## config.mk

```make
export PLATFORM = sky130hd
export DESIGN_NAME = fle_core
export DESIGN_NICKNAME = d
export VERILOG_FILES = /design/src/logic/fle_pkg.sv /design/src/logic/fle_core.sv /design/src/logic/fle_src_fmt.sv
export SDC_FILE = /design/constraint.sdc
export NUM_CORES = 1
export LEC_CHECK = 0
export BUFFER_PORTS_ARGS = -buffer_cell sky130_fd_sc_hd__buf_2
export CELL_PAD_IN_SITES_DETAIL_PLACEMENT = 1
export CELL_PAD_IN_SITES_GLOBAL_PLACEMENT = 1
export CORE_UTILIZATION = 52
export CTS_BUF_LIST = sky130_fd_sc_hd__clkbuf_8
export DETAILED_ROUTE_END_ITERATION = 16
export GPL_TIMING_DRIVEN = 0
export PLACE_DENSITY_LB_ADDON = 0.1
export REMOVE_ABC_BUFFERS = 1
export SYNTH_ARGS = -nofsm -noshare
export SYNTH_HDL_FRONTEND = slang
export SYNTH_SLANG_ARGS = --single-unit
```

## constraint.sdc

```tcl
create_clock -name clock_i -period 6.5 [get_ports clock_i]
set_input_delay 0.325 -clock clock_i [delete_from_list [all_inputs] [get_ports clock_i]]
set_output_delay 0.325 -clock clock_i [all_outputs]
set_load 0.02 [all_outputs]
```

## src/logic/fle_pkg.sv

```systemverilog
// fle_pkg: constants and carrier types for the float load datapath
// assumes: one clock domain, sources already fetched by address logic
package fle_pkg;

  // ==========================================================
  // operand formats
  localparam int EXT_W     = 40;
  localparam int MAN_W     = 32;
  localparam int EXP_W     = 8;
  localparam int MEM_W     = 32;
  localparam int IMM_W     = 16;
  localparam int NREG      = 8;
  localparam int REG_IDX_W = 3;
  localparam int SIMM_FR_W = 11;
  localparam int SIMM_PAD  = 20;
  localparam int MEM_PAD   = 8;

  // reserved exponent that marks a zero value
  localparam logic [7:0] EXP_ZERO       = 8'h80;
  localparam logic [3:0] SHORT_EXP_ZERO = 4'h8;

  // ==========================================================
  // source addressing modes and operations
  localparam logic [1:0] MODE_REG = 2'h0;
  localparam logic [1:0] MODE_DIR = 2'h1;
  localparam logic [1:0] MODE_IND = 2'h2;
  localparam logic [1:0] MODE_IMM = 2'h3;

  localparam logic OP_EXP_LOAD   = 1'h0;
  localparam logic OP_FLOAT_LOAD = 1'h1;

  // ==========================================================
  // register port map (byte addresses)
  localparam int         ADDR_W     = 8;
  localparam int         DATA_W     = 32;
  localparam logic [7:0] OFF_REG    = 8'h00;
  localparam logic [7:0] OFF_FLAGS  = 8'h40;
  localparam logic [7:0] OFF_CTRL   = 8'h44;
  localparam logic [7:0] OFF_COUNT  = 8'h48;
  localparam int         REG_HI_BIT = 2;
  localparam int         CNT_W      = 16;

  // control register fields
  localparam int         CTRL_EN_BIT  = 0;
  localparam int         CTRL_SAT_BIT = 1;
  localparam int         CTRL_W       = 2;

  // values after reset
  localparam logic [39:0] REG_RST   = 40'h80_0000_0000;
  localparam logic [6:0]  FLAGS_RST = 7'h00;
  localparam logic [1:0]  CTRL_RST  = 2'h1;
  localparam logic [15:0] COUNT_RST = 16'h0000;

  // ==========================================================
  // carriers
  typedef struct packed {
    logic                 valid;
    logic                 kind;
    logic [1:0]           mode;
    logic [REG_IDX_W-1:0] dst;
    logic [REG_IDX_W-1:0] src_reg;
    logic [MEM_W-1:0]     mem;
    logic [IMM_W-1:0]     imm;
  } fle_op_t;

  typedef struct packed {
    logic latched_underflow_flag;
    logic latched_overflow_flag;
    logic underflow_flag;
    logic neg;
    logic zero;
    logic ovf;
    logic carry;
  } fle_flags_t;

endpackage : fle_pkg

```

## src/logic/fle_core.sv

```systemverilog
// fle_core: exponent load and float load execution with register file
// assumes: operands arrive fetched on clock_i; register port is
// driven by a master on the same clock, strobes one cycle long
//
// The implementer's own choices: the register offsets and strobed register access.
`timescale 1ns/1ps

// Overview of operation
// - exponent load copies the source exponent into the destination exponent and keeps the destination mantissa.
// - if the copied exponent is the zero exponent of the source precision the destination mantissa becomes zero.
// - an immediate source of the exponent load is read as a short float before its exponent is taken.
// - the two-bit mode picks register, direct 01, indirect 10 or immediate source; the destination is one of eight registers.
// - float load writes the whole source operand into the destination unchanged.
// - both loads handle exponent and mantissa fields as floating-point values.
// - float load updates flags only for an extended register destination, otherwise flags hold.
// - on float load underflow and overflow clear, negative and zero follow the result, latched flags and carry hold.
// - neither load depends on the saturation-on-overflow mode bit.
module fle_core (
  input  wire logic              clock_i,
  input  wire logic              rst_n_i,
  input  wire logic              ce_i,
  input  wire fle_pkg::fle_op_t  op_i,
  input  wire logic [7:0]        addr_i,
  input  wire logic [31:0]       wdata_i,
  input  wire logic              wr_i,
  input  wire logic              rd_i,
  output logic      [31:0]       rdata_o,
  output fle_pkg::fle_flags_t    flags_o,
  output logic      [39:0]       result_o,
  output logic                   done_o
);

  // ==========================================================
  // declarations
  logic [39:0]         rf_q [fle_pkg::NREG];
  logic [39:0]         src_reg_val;
  logic [39:0]         dst_old;
  logic [39:0]         src_ext;
  logic                src_zero;
  logic [39:0]         res;
  logic                exec;
  logic                is_ldf;

  logic                reg_area;
  logic [2:0]          bus_idx;
  logic                bus_hi;
  logic                wr_reg;

  fle_pkg::fle_flags_t flags_r;
  fle_pkg::fle_flags_t flags_nxt;
  logic [1:0]          ctrl_r;
  logic [1:0]          ctrl_nxt;
  logic [15:0]         count_r;
  logic [15:0]         count_nxt;
  logic [31:0]         rdata_r;
  logic [31:0]         rdata_nxt;
  logic [39:0]         result_r;
  logic [39:0]         result_nxt;
  logic                done_r;
  logic                done_nxt;

  // ==========================================================
  // operand fetch
  always_comb begin
    src_reg_val = rf_q[op_i.src_reg];
    dst_old     = rf_q[op_i.dst];
  end

  fle_src_fmt u_src (
    .mode_i (op_i.mode),
    .reg_i  (src_reg_val),
    .mem_i  (op_i.mem),
    .imm_i  (op_i.imm),
    .ext_o  (src_ext),
    .zero_o (src_zero)
  );

  // ==========================================================
  // execute: one cycle per load, saturation bit never consulted
  always_comb begin
    exec   = op_i.valid & ctrl_r[fle_pkg::CTRL_EN_BIT];
    is_ldf = (op_i.kind == fle_pkg::OP_FLOAT_LOAD);
    if (is_ldf) begin
      res = src_ext;
    end else if (src_zero) begin
      res = {src_ext[39:32], 32'h00000000};
    end else begin
      res = {src_ext[39:32], dst_old[31:0]};
    end
  end

  // ==========================================================
  // register port decode
  always_comb begin
    reg_area = (addr_i < fle_pkg::OFF_FLAGS) && (addr_i[1:0] == 2'h0);
    bus_idx  = addr_i[5:3];
    bus_hi   = addr_i[fle_pkg::REG_HI_BIT];
    wr_reg   = wr_i & reg_area;
  end

  // ==========================================================
  // register file: one entry per generate step
  genvar g;
  generate
    for (g = 0; g < fle_pkg::NREG; g = g + 1) begin : g_rf
      logic [39:0] ent_r;
      logic [39:0] ent_nxt;

      always_comb begin
        ent_nxt = ent_r;
        if (wr_reg && (bus_idx == 3'(g))) begin
          if (bus_hi) begin
            ent_nxt[39:32] = wdata_i[7:0];
          end else begin
            ent_nxt[31:0] = wdata_i;
          end
        end
        // a load landing in the same cycle wins over software
        if (exec && (op_i.dst == 3'(g))) begin
          ent_nxt = res;
        end
      end

      always_ff @(posedge clock_i) begin
        if (!rst_n_i) begin
          ent_r <= fle_pkg::REG_RST;
        end else if (ce_i) begin
          ent_r <= ent_nxt;
        end
      end

      assign rf_q[g] = ent_r;
    end
  endgenerate

  // ==========================================================
  // condition flags
  always_comb begin
    flags_nxt = flags_r;
    if (wr_i && (addr_i == fle_pkg::OFF_FLAGS)) begin
      flags_nxt = wdata_i[6:0];
    end
    // every destination index names an extended register
    if (exec && is_ldf) begin
      flags_nxt.underflow_flag = 1'b0;
      flags_nxt.ovf            = 1'b0;
      flags_nxt.zero = (res[39:32] == fle_pkg::EXP_ZERO);
      flags_nxt.neg  = res[31] &&
                       (res[39:32] != fle_pkg::EXP_ZERO);
    end
  end

  always_ff @(posedge clock_i) begin
    if (!rst_n_i) begin
      flags_r <= fle_pkg::FLAGS_RST;
    end else if (ce_i) begin
      flags_r <= flags_nxt;
    end
  end

  // ==========================================================
  // control and activity counter
  always_comb begin
    ctrl_nxt  = ctrl_r;
    count_nxt = count_r;
    if (wr_i && (addr_i == fle_pkg::OFF_CTRL)) begin
      ctrl_nxt = wdata_i[1:0];
    end
    if (wr_i && (addr_i == fle_pkg::OFF_COUNT)) begin
      count_nxt = wdata_i[15:0];
    end
    if (exec) begin
      count_nxt = count_r + 16'h0001;
    end
  end

  always_ff @(posedge clock_i) begin
    if (!rst_n_i) begin
      ctrl_r  <= fle_pkg::CTRL_RST;
      count_r <= fle_pkg::COUNT_RST;
    end else if (ce_i) begin
      ctrl_r  <= ctrl_nxt;
      count_r <= count_nxt;
    end
  end

  // ==========================================================
  // result and completion
  always_comb begin
    done_nxt   = exec;
    result_nxt = result_r;
    if (exec) begin
      result_nxt = res;
    end
  end

  always_ff @(posedge clock_i) begin
    if (!rst_n_i) begin
      done_r   <= 1'b0;
      result_r <= fle_pkg::REG_RST;
    end else if (ce_i) begin
      done_r   <= done_nxt;
      result_r <= result_nxt;
    end
  end

  // ==========================================================
  // read port: data stands in the cycle after the strobe only
  always_comb begin
    rdata_nxt = 32'h00000000;
    if (rd_i) begin
      if (reg_area) begin
        if (bus_hi) begin
          rdata_nxt = {24'h000000, rf_q[bus_idx][39:32]};
        end else begin
          rdata_nxt = rf_q[bus_idx][31:0];
        end
      end else begin
        case (addr_i)
          fle_pkg::OFF_FLAGS: rdata_nxt = {25'h0000000, flags_r};
          fle_pkg::OFF_CTRL:  rdata_nxt = {30'h00000000, ctrl_r};
          fle_pkg::OFF_COUNT: rdata_nxt = {16'h0000, count_r};
          default:            rdata_nxt = 32'h00000000;
        endcase
      end
    end
  end

  always_ff @(posedge clock_i) begin
    if (!rst_n_i) begin
      rdata_r <= 32'h00000000;
    end else if (ce_i) begin
      rdata_r <= rdata_nxt;
    end
  end

  // ==========================================================
  // outputs
  assign rdata_o  = rdata_r;
  assign flags_o  = flags_r;
  assign result_o = result_r;
  assign done_o   = done_r;

endmodule : fle_core

```

## src/logic/fle_src_fmt.sv

```systemverilog
// fle_src_fmt: widens the selected source operand to extended format
// assumes: memory words are single precision, immediates short float
`timescale 1ns/1ps

module fle_src_fmt (
  input  wire logic [1:0]  mode_i,
  input  wire logic [39:0] reg_i,
  input  wire logic [31:0] mem_i,
  input  wire logic [15:0] imm_i,
  output logic      [39:0] ext_o,
  output logic             zero_o
);

  logic [3:0] s_exp;
  logic [7:0] s_exp_ext;

  // ==========================================================
  // short float immediate: 4-bit exponent, sign, 11-bit fraction
  always_comb begin
    s_exp = imm_i[15:12];
    if (s_exp == fle_pkg::SHORT_EXP_ZERO) begin
      s_exp_ext = fle_pkg::EXP_ZERO;
    end else begin
      s_exp_ext = {{4{s_exp[3]}}, s_exp};
    end
  end

  // ==========================================================
  // source select
  always_comb begin
    case (mode_i)
      fle_pkg::MODE_REG: ext_o = reg_i;
      fle_pkg::MODE_DIR,
      fle_pkg::MODE_IND: ext_o = {mem_i, 8'h00};
      fle_pkg::MODE_IMM: ext_o = {s_exp_ext, imm_i[11:0], 20'h00000};
      default:           ext_o = reg_i;
    endcase
    // each precision's zero exponent lands on the extended one
    zero_o = (ext_o[39:32] == fle_pkg::EXP_ZERO);
  end

endmodule : fle_src_fmt

```

==> key figures <==
Synthesis
  • Top-area cell type share of the netlist area: 0.321
  • Post-Synth Adder-Cell Area: 0.00144
  • Synthesized flop and latch total: 418
  • Largest family of logic cells by synthesized area: multiplexers
  • Compound-Gate Fraction of Synth Area: 0.227
  • Syn. warnings: 0
  • Post-Syn Area per Cell: ~9.3 um^2
  • Sequential area share after synthesis: 0.321
  • Mux contribution to synthesized area: 0.261
  • Synth Flop Type: dfxtp_1
  • EDFF count, synth: 0
  • Gate Count Post-Synth: 2794
  • Synth Area in XOR/XNOR: 0
  • Post-Syn Area: 0.0261 mm^2
  • Post-synth top area cell: dfxtp_1
  • Simple-gate share of the synthesized area: 0.137
  • Async S/R FF share, synth: 0
  • Unique masters post-synth: 77
  • Ranking of synthesized cells by area: dfxtp_1 (32%), mux4_2 (18%), mux2i_1 (6.6%)

Drt
  • Post-route ant nets: 0
  • Routed Wire Length: 114000 um
  • Drt first pass iters: 6
  • Vias: 26587
  • DRC Markers: 0
  • Drt wl/cell: 32.1 um
  • Iter 0 DRT Violations: 3196
  • Drt via density: 7.49

Timing
  • Minimum clock period: 4.35 ns
  • Max_slew headroom: -0.0360
  • Fmax achieved: ~230 MHz
  • Final WS setup: 2.15 ns
  • Period Utilization, post-route: 0.669
  • Setup TNS Final: 0 ns
  • Final Hold Viols: 0
  • Worst-margin pin slew: 1.55 ns
  • Slew Viols, Final: 41
  • Post-Route Skew: ~0.033 ns
  • Setup violators final: 0
  • RSZ-0062 raised after global routing: false

Global route
  • Total track usage: 0.445
  • Global route total overflow: 0
  • Largest net degree at the start of global routing: 145
  • First-pass GRT wire length: 169000 um
  • Number of global-route vias before repair: ~27000
  • Initial antenna violation count: 2

Run status
  • Failing checks: capacitance limit, slew limit
  • Status: finished with violations

Clock tree
  • Worst-case clock buffer depth: 3
  • Root Buffer: clkbuf_8
  • Clk sinks: 418
  • H-Tree Depth: 3
  • CTS Buf Count: 78
  • Clock latency at the later pin of the worst-skew pair: 0.72 ns
  • CTS resizes: 0
  • TritonCTS clock tree: done
  • Reg clk slew, reported paths: 0.06 ns

Cells and area
  • Share of layout cells above drive strength 1: 0.226
  • Core Util, Final: 0.601
  • Area grow syn2layout: 13.3%
  • Most frequent cells in the layout: dfxtp_1 (418), nor2_1 (248), mux4_2 (213)
  • Fill cells: 5544
  • Final Net Count: about 3000
  • Commonest non-fill, non-tap cell in the layout: dfxtp_1

Floorplanning
  • Die width: 226 um
  • Initial cell density of the core: 0.530
  • Core box area: 0.0493 mm^2
  • Cell row count: 81
  • Die Y-Extent: 226 um
  • Boundary Pins: 183
  • Die area: 0.0511 mm^2

Worst setup path
  • CP Class: in -> reg
  • Req. time, crit path: between 7 and 8 ns
  • CP Launch Type: primary input
  • Crit path DAT: 4.86 ns
  • Critical Path Sink Type: flop
  • Crit path max fanout: 43

Place
  • DP Wirelength: 71300 um
  • I/O Buffers: 182
  • GPL Wtd Cong: 0.894
  • Pre-CTS WS: 1.58 ns

Power
  • Power Total: 0.00625 W
  • IR drop worst, VDD: between 0.1 and 0.15 mV
  • Leakage: 10.8 nW
  • Pwr dens: roughly 210 mW/mm^2

Job
  • Max-cap check violation count: 1

Min path
  • Hold WC Path Type: in -> reg
sequential cells by signal, indices dropped and copies added (netlist names):
| signal | count |
|---|---|
| g_rf.ent_r | 320 |
| result_o | 40 |
| rdata_o | 32 |
| count_r | 16 |
| flags_o | 7 |
| ctrl_r | 2 |
| done_o | 1 |
kinds of logic after synthesis:
logic type | after synthesis
flops | 418
mux | 411
compound gates | 868
fa+ha+maj | 3
simple gates | 764
buf+inv | 330
synthesized netlist by cell type (42+ instances only):
master	n
o22ai_1	95
mux2i_1	173
dfxtp_1	418
a211oi_1	59
a21oi_1	110
nand2_1	193
nor2_1	250
o21ai_1	127
o221ai_1	42
o21ai_0	42
nor3_1	118
nor2b_1	98
mux4_2	213
a31oi_1	204
clkbuf_1	180
buf_2	72
power breakdown:
group	internal [W]	leakage, nW	switching (W)
Clock	0.00140	0.897	0.00124
Combinational	0.000304	6.48	0.000639
Sequential	0.00262	3.38	0.0000486
Total	0.00432	10.8	0.00192
metal layers:
metal  GRT usage  part of all wire  vias up
li1            -                 -    10863
met1       0.554              0.37    13279
met2       0.680              0.45     1839
met3       0.108              0.11      604
met4       0.306             0.075        2
met5           0          0.000096        -
worst paths after layout:
kind	cells after the start	endpoint	start	slack [ns]
setup reg to reg	7	g_rf[1].ent_r[25]	ctrl_r[0]	2.48
hold / removal	3	g_rf[4].ent_r[23]	wdata_i[23]	0.01
hold reg to reg	2	rdata_o[2]	rdata_o[2]	0.46
setup / recovery	9	result_o[22]	op_i[50]	2.15
cell type report:
cell class | instances | area, um^2 | share of cell area
clock inverters | 32 | 135 | 0.00457
repair buffers | 249 | 2180 | 0.0737
diodes | 1 | 2.50 | 0.0000846
multi-input cells | 2046 | 16500 | 0.558
clock buffers | 103 | 1420 | 0.0479
well taps | 664 | 831 | 0.0281
inverters | 39 | 154 | 0.00520
flip-flops and latches | 418 | 8370 | 0.283
worst max-delay path: stages:
cell	delay (ns)
buf_4	0.77
and2b_1	0.46
a22oi_1	0.17
a31oi_2	0.67
nand4_2	0.67
buf_12	0.39
o41ai_4	0.96
buf_6	0.31
a211oi_1	0.07
stage by stage:
stage	area, um^2	hold WS (ns)	instances
after floorplan	24800	0.387	2503
after global placement	26600	0.449	3349
after detailed placement	28000	0.457	3409
after CTS	29600	0.00196	3551
after global routing	29600	0.0156	3552
final	29600	0.0134	3552
repair_timing:
action	4_1_cts	5_1_grt
endpoints found under the hold margin	10	0
hold buffers	7	0
setup buffers	0	0
Note: power is estimated with default switching activity, not from simulation.
